--- config.mk ---
export PLATFORM = sky130hd
export DESIGN_NAME = tle_exc_unit
export DESIGN_NICKNAME = d
export VERILOG_FILES = /design/src/include/tle_pkg.sv /design/src/verilog/tle_dbg_sync.sv /design/src/verilog/tle_exc_unit.sv
export SDC_FILE = /design/constraint.sdc
export NUM_CORES = 1
export LEC_CHECK = 0
export BUFFER_PORTS_ARGS = -buffer_cell sky130_fd_sc_hd__clkbuf_2
export CORE_AREA = 2 2 113 115
export CTS_BUF_LIST = sky130_fd_sc_hd__clkbuf_4
export CTS_CLUSTER_DIAMETER = 100
export DETAILED_ROUTE_END_ITERATION = 12
export DIE_AREA = 0 0 115 117
export PLACE_DENSITY = 0.76
export SLEW_MARGIN = 15
export SYNTH_ARGS = -nofsm -noshare
export SYNTH_HDL_FRONTEND = slang
export SYNTH_HIERARCHICAL = 1
export SYNTH_SLANG_ARGS = --single-unit
--- constraint.sdc ---
create_clock -name i_clk -period 2.65 [get_ports i_clk]
set_input_delay 0.53 -clock i_clk [delete_from_list [all_inputs] [get_ports i_clk]]
set_output_delay 0.53 -clock i_clk [all_outputs]
set_load 0.05 [all_outputs]
--- src/include/tle_pkg.sv ---
// Constants, field positions and carrier types for the trace and TLB miss exception unit.
// Assumes a single core clock and big-endian bit numbering, bit 0 being the most significant.
// How it works
// - Single-step on: trace after each clean completion, except return-from-interrupt.
// - Instruction-synchronize never raises a single-step trace exception.
// - Branch trace on: trace after every clean branch completion.
// - System call, taken trap or any other exception never traces.
// - Taking a trace clears single-step and branch-trace enables.
// - Trace saves address of the instruction after the traced one.
// - Trace: saved status 0-15 cleared, 16-31 copied from machine state.
// - Trace clears doze, shadow, user, float, trace, translation, recoverable; byte order from handler.
// - Soft stop enabled: trace or breakpoint condition halts instead of trapping.
// - Breakpoint beats trace when both occur together.
// - Trace handler starts at 0x00D00 above the selected vector base.
// - Only the debug processor enables soft stop; halt is restartable by it.
// - Soft stop halts with restartable set; branch hard stop halts at once with it clear; a restart resumes either.
// - Instruction translation miss raises exception at offset 0x01000.
// - Data load translation miss raises exception at offset 0x01100.
// - TLB miss saves address of next instruction to execute.
// - TLB miss: status 0-3 from condition field, 4-12 cleared, 16-31 copied.
// - Status bit 13 is 1 for instruction miss, 0 for data miss.
// - Status bit 14 reports associativity set to replace.
// - Status bit 15 is 1 for load miss, 0 for store or changed-bit.
// - TLB miss sets shadow select, clears doze, enables, user, float, trace, translation.
package tle_pkg;

   // Machine state bit positions
   localparam int BIT_DOZE = 13;
   localparam int BIT_SHADOW = 14;
   localparam int BIT_HBO = 15;
   localparam int BIT_EE = 16;
   localparam int BIT_PR = 17;
   localparam int BIT_FP = 18;
   localparam int BIT_ME = 19;
   localparam int BIT_FE0 = 20;
   localparam int BIT_SE = 21;
   localparam int BIT_BE = 22;
   localparam int BIT_FE1 = 23;
   localparam int BIT_VBH = 25;
   localparam int BIT_IR = 26;
   localparam int BIT_DR = 27;
   localparam int BIT_RI = 30;
   localparam int BIT_BO = 31;

   // Vector bases and handler offsets
   localparam logic [31:0] BASE_LOW = 32'h0000_0000;
   localparam logic [31:0] BASE_HIGH = 32'hFFF0_0000;
   localparam logic [31:0] OFS_TRACE = 32'h0000_0D00;
   localparam logic [31:0] OFS_INSTRUCTION_TRANSLATION_BUFFER = 32'h0000_1000;
   localparam logic [31:0] OFS_DATA_TRANSLATION_BUFFER_LD = 32'h0000_1100;

   // Reset values
   localparam logic [0:31] MSR_RST = 32'h0000_0000;
   localparam logic [2:0] DBG_RST = 3'h0;

   typedef enum logic [1:0] {
      KIND_NONE = 2'b00,
      KIND_TRACE = 2'b01,
      KIND_INSTRUCTION_TRANSLATION_BUFFER = 2'b10,
      KIND_DATA_TRANSLATION_BUFFER_LD = 2'b11
   } tle_kind_e;

   typedef enum logic [1:0] {
      RUN_GO = 2'b00,
      RUN_SOFT = 2'b01,
      RUN_HARD = 2'b10
   } tle_run_e;

   typedef struct packed {
      logic valid;
      logic [31:0] next_pc;
      logic is_branch;
      logic is_rfi;
      logic is_isync;
      logic is_sc;
      logic trap_taken;
      logic other_exc;
      logic higher_pend;
      logic bkpt_hit;
   } tle_compl_s;

   typedef struct packed {
      logic instruction_translation_buffer_miss;
      logic data_translation_buffer_load_miss;
      logic replace_set;
      logic [31:0] next_pc;
      logic [0:3] cond_zero;
   } tle_tlb_s;

   typedef struct packed {
      logic valid;
      logic [0:31] value;
   } tle_msr_wr_s;

   typedef struct packed {
      logic soft_stop;
      logic hard_stop;
      logic restart;
   } tle_dbg_s;

   typedef struct packed {
      logic valid;
      tle_kind_e kind;
      logic [31:0] vector;
   } tle_exc_s;

   typedef struct packed {
      logic [2:0] s1;
      logic [2:0] s2;
      logic [2:0] s3;
      logic [2:0] q;
   } tle_sync_s;

   typedef struct packed {
      tle_run_e run;
      logic halted;
      logic restartable;
      logic [0:31] machine_state_reg;
      logic [31:0] save_restore_pc;
      logic [0:31] save_restore_status;
      tle_exc_s exc;
      logic restart_seen;
   } tle_state_s;

endpackage : tle_pkg

--- src/verilog/tle_dbg_sync.sv ---
// Three-flop synchroniser for the debug control pins.
// Assumes pins driven from outside the core clock; a change is taken once stages two and three agree.
`timescale 1ns/10ps
module tle_dbg_sync (
   // Clock and reset
   input wire logic i_clk,
   input wire logic i_rst,
   // Raw debug pins
   input wire tle_pkg::tle_dbg_s i_pins,
   // Settled debug controls
   output tle_pkg::tle_dbg_s o_ctl
);

   tle_pkg::tle_sync_s st_q;
   tle_pkg::tle_sync_s st_d;
   logic [2:0] agree;

   always_comb begin
      st_d = st_q;
      agree = ~(st_q.s2 ^ st_q.s3);
      st_d.s1 = i_pins;
      st_d.s2 = st_q.s1;
      st_d.s3 = st_q.s2;
      st_d.q = (agree & st_q.s3) | (~agree & st_q.q);
   end

   always_ff @(posedge i_clk) begin
      if (i_rst) begin
         st_q.s1 <= tle_pkg::DBG_RST;
         st_q.s2 <= tle_pkg::DBG_RST;
         st_q.s3 <= tle_pkg::DBG_RST;
         st_q.q <= tle_pkg::DBG_RST;
      end else begin
         st_q <= st_d;
      end
   end

   assign o_ctl = st_q.q;

endmodule : tle_dbg_sync

--- src/verilog/tle_exc_unit.sv ---
// Trace, instruction TLB miss and data load TLB miss exception unit.
// Assumes the pipeline stalls while o_stall is high and presents one completion per cycle.
`timescale 1ns/10ps
module tle_exc_unit (
   // Clock and reset
   input wire logic i_clk,
   input wire logic i_rst,
   // Completion pipeline
   input wire tle_pkg::tle_compl_s i_compl,
   input wire tle_pkg::tle_msr_wr_s i_msr_wr,
   // Translation buffers
   input wire tle_pkg::tle_tlb_s i_tlb,
   // Debug port pins from the service processor
   input wire tle_pkg::tle_dbg_s i_dbg,
   // Exception request and saved state
   output tle_pkg::tle_exc_s o_exc,
   output logic [0:31] o_msr,
   output logic [31:0] o_save_restore_pc,
   output logic [0:31] o_save_restore_status,
   // Debug status
   output logic o_halted,
   output logic o_restartable,
   output logic o_stall
);

   tle_pkg::tle_state_s state_q;
   tle_pkg::tle_state_s state_d;
   tle_pkg::tle_dbg_s dbg;
   logic running;
   logic clean;
   logic ss_hit;
   logic bt_hit;
   logic trace_hit;
   logic bkpt_stop;
   logic restart_rise;
   logic [31:0] base;

   tle_dbg_sync u_sync (
      .i_clk(i_clk),
      .i_rst(i_rst),
      .i_pins(i_dbg),
      .o_ctl(dbg)
   );

   // Machine state on trace entry
   function automatic logic [0:31] trace_msr(input logic [0:31] m);
      logic [0:31] r;
      r = m;
      r[tle_pkg::BIT_DOZE] = 1'b0;
      r[tle_pkg::BIT_SHADOW] = 1'b0;
      r[tle_pkg::BIT_EE] = 1'b0;
      r[tle_pkg::BIT_PR] = 1'b0;
      r[tle_pkg::BIT_FP] = 1'b0;
      r[tle_pkg::BIT_FE0] = 1'b0;
      r[tle_pkg::BIT_FE1] = 1'b0;
      r[tle_pkg::BIT_SE] = 1'b0;
      r[tle_pkg::BIT_BE] = 1'b0;
      r[tle_pkg::BIT_IR] = 1'b0;
      r[tle_pkg::BIT_DR] = 1'b0;
      r[tle_pkg::BIT_RI] = 1'b0;
      r[tle_pkg::BIT_BO] = m[tle_pkg::BIT_HBO];
      return r;
   endfunction : trace_msr

   // Machine state on TLB miss entry
   function automatic logic [0:31] tlb_msr(input logic [0:31] m);
      logic [0:31] r;
      r = m;
      r[tle_pkg::BIT_DOZE] = 1'b0;
      r[tle_pkg::BIT_SHADOW] = 1'b1;
      r[tle_pkg::BIT_EE] = 1'b0;
      r[tle_pkg::BIT_PR] = 1'b0;
      r[tle_pkg::BIT_FP] = 1'b0;
      r[tle_pkg::BIT_FE0] = 1'b0;
      r[tle_pkg::BIT_FE1] = 1'b0;
      r[tle_pkg::BIT_SE] = 1'b0;
      r[tle_pkg::BIT_BE] = 1'b0;
      r[tle_pkg::BIT_IR] = 1'b0;
      r[tle_pkg::BIT_DR] = 1'b0;
      r[tle_pkg::BIT_RI] = 1'b0;
      r[tle_pkg::BIT_BO] = m[tle_pkg::BIT_HBO];
      return r;
   endfunction : tlb_msr

   always_comb begin
      running = (state_q.run == tle_pkg::RUN_GO);
      base = state_q.machine_state_reg[tle_pkg::BIT_VBH] ? tle_pkg::BASE_HIGH : tle_pkg::BASE_LOW;
      // Clean completion only; breakpoint takes the instruction first
      clean = i_compl.valid & ~i_compl.other_exc & ~i_compl.higher_pend & ~i_compl.is_sc
         & ~i_compl.trap_taken & ~i_compl.bkpt_hit;
      ss_hit = state_q.machine_state_reg[tle_pkg::BIT_SE] & ~i_compl.is_rfi & ~i_compl.is_isync;
      bt_hit = state_q.machine_state_reg[tle_pkg::BIT_BE] & i_compl.is_branch;
      trace_hit = clean & (ss_hit | bt_hit);
      bkpt_stop = i_compl.valid & i_compl.bkpt_hit & dbg.soft_stop;
      restart_rise = dbg.restart & ~state_q.restart_seen;
   end

   always_comb begin
      state_d = state_q;
      state_d.exc.valid = 1'b0;
      state_d.exc.kind = tle_pkg::KIND_NONE;
      state_d.restart_seen = dbg.restart;
      case (state_q.run)
         tle_pkg::RUN_GO: begin
            if (i_tlb.data_translation_buffer_load_miss) begin
               state_d.exc.valid = 1'b1;
               state_d.exc.kind = tle_pkg::KIND_DATA_TRANSLATION_BUFFER_LD;
               state_d.exc.vector = base | tle_pkg::OFS_DATA_TRANSLATION_BUFFER_LD;
               state_d.save_restore_pc = i_tlb.next_pc;
               state_d.save_restore_status = {i_tlb.cond_zero, 9'h000, 1'b0, i_tlb.replace_set, 1'b1,
                  state_q.machine_state_reg[16:31]};
               state_d.machine_state_reg = tlb_msr(state_q.machine_state_reg);
            end else if (i_tlb.instruction_translation_buffer_miss) begin
               state_d.exc.valid = 1'b1;
               state_d.exc.kind = tle_pkg::KIND_INSTRUCTION_TRANSLATION_BUFFER;
               state_d.exc.vector = base | tle_pkg::OFS_INSTRUCTION_TRANSLATION_BUFFER;
               state_d.save_restore_pc = i_tlb.next_pc;
               state_d.save_restore_status = {i_tlb.cond_zero, 9'h000, 1'b1, i_tlb.replace_set, 1'b0,
                  state_q.machine_state_reg[16:31]};
               state_d.machine_state_reg = tlb_msr(state_q.machine_state_reg);
            end else if (trace_hit && bt_hit && dbg.hard_stop) begin
               state_d.run = tle_pkg::RUN_HARD;
               state_d.halted = 1'b1;
               state_d.restartable = 1'b0;
            end else if (trace_hit && dbg.soft_stop) begin
               state_d.run = tle_pkg::RUN_SOFT;
               state_d.halted = 1'b1;
               state_d.restartable = 1'b1;
            end else if (trace_hit) begin
               state_d.exc.valid = 1'b1;
               state_d.exc.kind = tle_pkg::KIND_TRACE;
               state_d.exc.vector = base | tle_pkg::OFS_TRACE;
               state_d.save_restore_pc = i_compl.next_pc;
               state_d.save_restore_status = {16'h0000, state_q.machine_state_reg[16:31]};
               state_d.machine_state_reg = trace_msr(state_q.machine_state_reg);
            end else if (bkpt_stop) begin
               state_d.run = tle_pkg::RUN_SOFT;
               state_d.halted = 1'b1;
               state_d.restartable = 1'b1;
            end else if (i_msr_wr.valid) begin
               state_d.machine_state_reg = i_msr_wr.value;
            end
         end
         tle_pkg::RUN_SOFT, tle_pkg::RUN_HARD: begin
            if (restart_rise) begin
               state_d.run = tle_pkg::RUN_GO;
               state_d.halted = 1'b0;
               state_d.restartable = 1'b0;
            end
         end
         default: begin
            state_d.run = tle_pkg::RUN_GO;
            state_d.halted = 1'b0;
            state_d.restartable = 1'b0;
         end
      endcase
   end

   always_ff @(posedge i_clk) begin
      if (i_rst) begin
         state_q <= '0;
         state_q.machine_state_reg <= tle_pkg::MSR_RST;
      end else begin
         state_q <= state_d;
      end
   end

   assign o_exc = state_q.exc;
   assign o_msr = state_q.machine_state_reg;
   assign o_save_restore_pc = state_q.save_restore_pc;
   assign o_save_restore_status = state_q.save_restore_status;
   assign o_halted = state_q.halted;
   assign o_restartable = state_q.restartable;
   assign o_stall = state_q.halted;

   logic no_tlb;
   assign no_tlb = ~i_tlb.instruction_translation_buffer_miss & ~i_tlb.data_translation_buffer_load_miss;
endmodule : tle_exc_unit

======== After elaboration in Yosys (flattened, before gate mapping) ========
Cells that the tools add are included.
word-level totals
  word-level logic and storage cells ...... 88
  output and inout bits ................... 134
  RAM bits ................................ 0
  ROM bits ................................ 0
  input port bits ......................... 118
  bits in registers ....................... 148
  bits in latches ......................... 0
  memories ................................ 0
operators by class
  $add $sub $neg .......................... 0
  bitwise logic cells ..................... 34
  multipliers ............................. 0
  reductions and logical operators ........ 12
  $lt $le $gt $ge ......................... 0
  shift operators ......................... 0
  eq/ne operators ......................... 10
  multiplexer cells ....................... 17
  div/mod/pow operators ................... 0
operators by type and width
  kind                  count
  $mux W118             4
  $mux W99              1
  $mux W19              3
  $mux W32              1
  $mux W4               7
  $not A1 Y1            15
  $and A1 B1 Y1         12
  $reduce_and A5 Y1     2
  $pmux W4 S2           1
  $reduce_and A8 Y1     1
  $and A3 B3 Y3         2
  $ne A2 B2 Y1 const B  3
  $ne A3 B3 Y1 const B  2
  $not A3 Y3            2
  $ne A4 B1 Y1 const B  1
  $ne A4 B2 Y1 const B  1
  $ne A4 B4 Y1 const B  1
  $reduce_and A4 Y1     1
  $reduce_bool A4 Y1    1
  $reduce_or A2 Y1      2
  $logic_and A1 B1 Y1   3
  $or A3 B3 Y3          1
  $reduce_bool A3 Y1    1
  $xor A3 B3 Y3         1
  4 further kinds       4

======== Depth between registers and ports, before layout ========
  depth in word-level cells ............... 13
  mapped depth ............................ 9
  mapped depth without buffers ............ 6

======== Modules after synthesis ========
The synthesis kept the hierarchy.
modules (own cells, without submodules)
  module        seq. area each (um2)  cells each  area each (um2)  instances
  tle_exc_unit  1941.9                590         4964.8           1
  tle_dbg_sync  240.2                 34          410.4            1

======== Worst setup path before layout ========
Ideal clock, no wire load.
  kind .................................... input to register
  start point ............................. in i_compl[1] in the netlist's numbering
  end point ............................... reg state_q[135] in the netlist's numbering
  library setup time ...................... 0.070 ns
  stages on the path ...................... 5
  required time ........................... 2.580 ns
  path slack .............................. 0.512 ns
  path buffers ............................ 0
  arrival time ............................ 2.068 ns
  cell sequence ........................... or4b_4 a2111oi_4 o221ai_2 or4_1 a21oi_1
on the way
  cells in the longest elaborated chain, start to end .. 12
  elaborated cells on any way between the ends .. 17
  classes of those cells .................. 2 x eq/ne; 5 x mux; 6 x bitwise; 4 x reduce/logical
ends and longest elaborated chain
  item                                            RTL line                                  RTL
  start: declaration                              tle_exc_unit.sv:9                         input wire tle_pkg::tle_compl_s i_compl,
  $not A1 Y1 (*)                                  tle_exc_unit.sv:89                        clean = i_compl.valid & ~i_compl.other_exc & ~i_compl.higher_pend & ~i_compl.is_sc
  $and A1 B1 Y1 (*) (2 in a row)                  tle_exc_unit.sv:89
  $and A1 B1 Y1 (*) (2 in a row)                  tle_exc_unit.sv:90                        & ~i_compl.trap_taken & ~i_compl.bkpt_hit;
  $and A1 B1 Y1 (*)                               tle_exc_unit.sv:93                        trace_hit = clean & (ss_hit | bt_hit);
  $logic_and A1 B1 Y1 (on tied branches)          tle_exc_unit.sv:125, tle_exc_unit.sv:121
  $mux W4 or $logic_and A1 B1 Y1 (tied branches)  tle_exc_unit.sv:125, tle_exc_unit.sv:121
  $mux W4                                         tle_exc_unit.sv:121                       end else if (trace_hit && bt_hit && dbg.hard_stop) begin
  $mux W4                                         tle_exc_unit.sv:113                       end else if (i_tlb.instruction_translation_buffer_miss) begin
  $mux W4                                         tle_exc_unit.sv:105                       if (i_tlb.data_translation_buffer_load_miss) begin
  $pmux W4 S2                                     tle_exc_unit.sv:103                       case (state_q.run)
  end signal: assignment                          tle_exc_unit.sv:164                       state_q <= state_d;
  end: declaration                                tle_exc_unit.sv:26                        tle_pkg::tle_state_s state_q;
Every way passes the cells marked *; elsewhere a longest branch is shown, timed or not. The select of a mux whose other input is x is not followed.
A chain may end at the register's enable or synchronous reset.

======== Worst setup path after layout ========
  start point ............................. reg state_q (netlist bit o_msr[21])
  end point ............................... reg state_q (netlist bit o_save_restore_pc[13])
on the way
  cells in the longest elaborated chain, start to end .. 8
  elaborated cells on any way between the ends .. 11
  classes of those cells .................. 2 x eq/ne; 4 x bitwise; 5 x reduce/logical
ends and longest elaborated chain
  item                              RTL line             RTL
  $and A1 B1 Y1 (*) (2 in a row)    tle_exc_unit.sv:91   ss_hit = state_q.machine_state_reg[tle_pkg::BIT_SE] & ~i_compl.is_rfi & ~i_compl.is_isync;
  $or A1 B1 Y1 (*)                  tle_exc_unit.sv:93
  $and A1 B1 Y1 (*)                 tle_exc_unit.sv:93
  $logic_and A1 B1 Y1 (2 in a row)  tle_exc_unit.sv:121
  $ne A3 B3 Y1 (no line)            n/a
  $reduce_and A4 Y1 (no line) (*)   n/a
Every way passes the cells marked *; elsewhere a longest branch is shown, timed or not.

==> out/metrics.cfg <==
[final_layout]
area_delta_synth_final_pct = 10.47
final_net_count = 846
reg_area_um2 = 2182
fillers = 1202
drive_above_1_share_pct = 37.98
multi_input_comb_area_um2 = 2098
finalInstanceArea_um2 = 5938

[synth]
number_of_enable_flip_flop_cells_after_synthesis = 0
avg_inst_size_synth_um2 = 8.614
yosys.area.top_type_share_pct = 40.60
synthDistinctLibCells = 48
fraction_of_the_yosys_area_taken_by_sequential_cells_pct = 40.60
synth.top_cells.by_count = buf_4, dfxtp_1, nor2_1
ys_dominant_reg_cell = dfxtp_1
synth.ff_latch_count = 109
synth_most_common_cell = buf_4
synth_largest_area_cell = dfxtp_1
synth.top_cells.by_area = dfxtp_1, buf_4, nor2_1
post_synth_inst_count = 624
yosysWarnings = 6
async_reset_ff_share_pct = 0
mappedNetlistArea_um2 = 5375

[cts]
cts_tree = done
cts.root.buffer_cell = clkbuf_4
cts_sink_cnt = 109
cts.htree.levels = 3
cts_resized = 0
worst_skew_pair.late_latency_ns = 0.48
cts_buffers = 9
clock_path_buffers = 2
clk_pin_slew_worst_paths_ns = 0.17
cts.repair_timing.setup_buffer_count = 0
cts.hold.buffers_added = 0

[sta]
fin_tns_setup_ns = 0
tightest_slew_ns = 0.8015
worst_slew_margin_rel_pct = 46.37
setup_repair_after_global_routing_missed_its_margin = false
drv_slew = 0
finalClockSkew_ns = 0.01735
timing.final.crit_share_pct = 85.83
fin_crit_ns = 2.274
max_freq_ghz = 0.4397
report.final.setup_viol = 0
timing.final.hold_violations = 0

[drt]
finalWirelength_mm = 12.71
drt-initial-drc-count = 294
postRouteAntennaNets = 0
detail_route.wl_per_cell_um = 14.40
routed_via_density = 4.922
routed-via-count = 4346
dr.pass1.iters = 4
post-route-drc-count = 0

[placed_design]
place_hpwl_mm = 9.396
placement.io_buffers = 226
dpl-instance-area_um2 = 5747
gp_congestion = 0.8330

[grt]
grt.total_usage_pct = 18.34
grt.overflow.total = 0
grt_pass1_wl_mm = 19.02
pin_count_of_the_biggest_net_entering_global_routing = 47
grt_pass1_vias = 3775
grt_antenna_before_repair = 1

[floorplanning]
die_w_um = 115
design.portCount = 252
rows = 41
core_area_um2 = 12310
die_y_extent_um = 117
die-area_um2 = 13460
initial_utilization_pct = 43.66

[pwr]
share_seq_of_total_power_pct = 49.9
combPwrFrac_pct = 20.2
max-vdd-ir-drop_mv = 0.3022
cellPowerDensity_nw_per_um2 = 591.3
share_clk_of_total_power_pct = 29.9
sw_share_pct = 31.94
power_switching_mw = 1.121
leakage_nw = 2.823
internal_power_mw = 2.390

[setup_path]
path_class = reg2reg
critical_path.startpoint_type = flip-flop
critPathMaxFanout = 46
arrival_ns = 2.65
crit_required_ns = 3.03
end_kind = flip-flop

[flow_run]
max-cap-violations = 0

[worst_hold_path]
hold_path_class = in2reg

[outcome]
outcome = finished clean

-- layout by cell type, fill, tap and decap left out, drive strengths merged, types with 2 or more instances in the layout --
cell type	Yosys	final
nand2	57	57
o21ai	6	6
bufinv	0	3
a21oi	37	37
nand2b	13	13
nor2	67	67
and3	17	17
a211oi	18	18
a31oi	2	2
inv	4	6
nor2b	7	7
o211ai	3	3
a311oi	17	17
nand3	28	28
and2b	2	2
conb	1	25
buf	149	15
mux2i	20	20
nor3	19	19
a22o	5	5
dfxtp	109	109
clkbuf	22	234
clkinv	0	2
-- worst paths after layout --
kind | slack (ns) | depth (start not counted) | end | startpoint
max | 0.38 | 6 | o_save_restore_pc[13] | o_msr[21]
min | 0.26 | 2 | u_sync/st_d[6] | i_dbg[0]
max reg2reg | 0.38 | 6 | o_save_restore_pc[13] | o_msr[21]
min reg2reg | 0.46 | 1 | u_sync/st_d[3] | u_sync/st_d[6]
-- logic make-up after synthesis --
kind of cell	after synthesis	synth area share [%]
simple gates	219	19.74
compound gates	98	13.24
fa+ha+maj	1	0.2327
other cells	1	0.06977
flops	109	40.60
mux	20	3.724
buf+inv	176	22.39
-- area by class of cell --
class | count | share of cell area [%]
Sequential cell | 109 | 36.75
Multi-Input combinational cell | 363 | 35.33
Timing Repair Buffer | 240 | 21.28
Tap cell | 150 | 3.161
Clock inverter | 7 | 2.044
Clock buffer | 9 | 1.138
Inverter | 4 | 0.2528
Antenna cell | 1 | 0.04214
-- power by group through the flow --
stage	combinational (mW)	clock [mW]	sequential, mW
finish	0.710	1.05	1.75
floorplan	0.633	0	1.78
global placement	0.710	0	1.79
global route	0.757	1.16	1.76
CTS	0.714	1.09	1.75
detailed placement	0.713	0	1.79
-- sequential cells by signal, indices dropped and copies added (netlist names) --
name,cells
o_save_restore_status,23
o_save_restore_pc,32
u_sync/st_q,3
u_sync/o_ctl,3
o_exc,6
u_sync/st_d,6
o_halted,1
o_msr,32
state_q,3
-- routing by layer --
layer / share of wire, % / routed length (um) / vias to the layer above / GRT usage, %
met3: 7.5 / 958 / 22 / 4.325
met5: 0 / 0 / - / 0
met2: 46 / 5854 / 189 / 29.45
li1: - / - / 2171 / -
met1: 44 / 5555 / 1964 / 23.14
met4: 2.7 / 342 / 0 / 9.317
-- worst max-delay path, cell delays in order (launching register included) --
cell and delay (ns):
dfxtp_1 0.45, nor3b_1 0.43, o2111ai_1 0.29, a21oi_4 0.33
buf_12 0.25, nor2_1 0.07, a311oi_1 0.31
-- metrics by stage --
stage | instances | util, % | hold slack, ns | worst slack (ns) | power, mW
3_3_place_gp | 866 | 46.68 | 0.4238 | 0.3087 | 2.497
3_5_place_dp | 866 | 46.68 | 0.4249 | 0.2477 | 2.502
2_1_floorplan | 648 | - | 0.4148 | 0.5124 | 2.409
5_1_grt | 883 | 48.23 | 0.2263 | 0.2889 | 3.677
6_report | 883 | 48.23 | 0.2604 | 0.3756 | 3.511
4_1_cts | 882 | 48.21 | 0.2111 | 0.4194 | 3.557
Note: power is estimated with default switching activity, not from simulation.
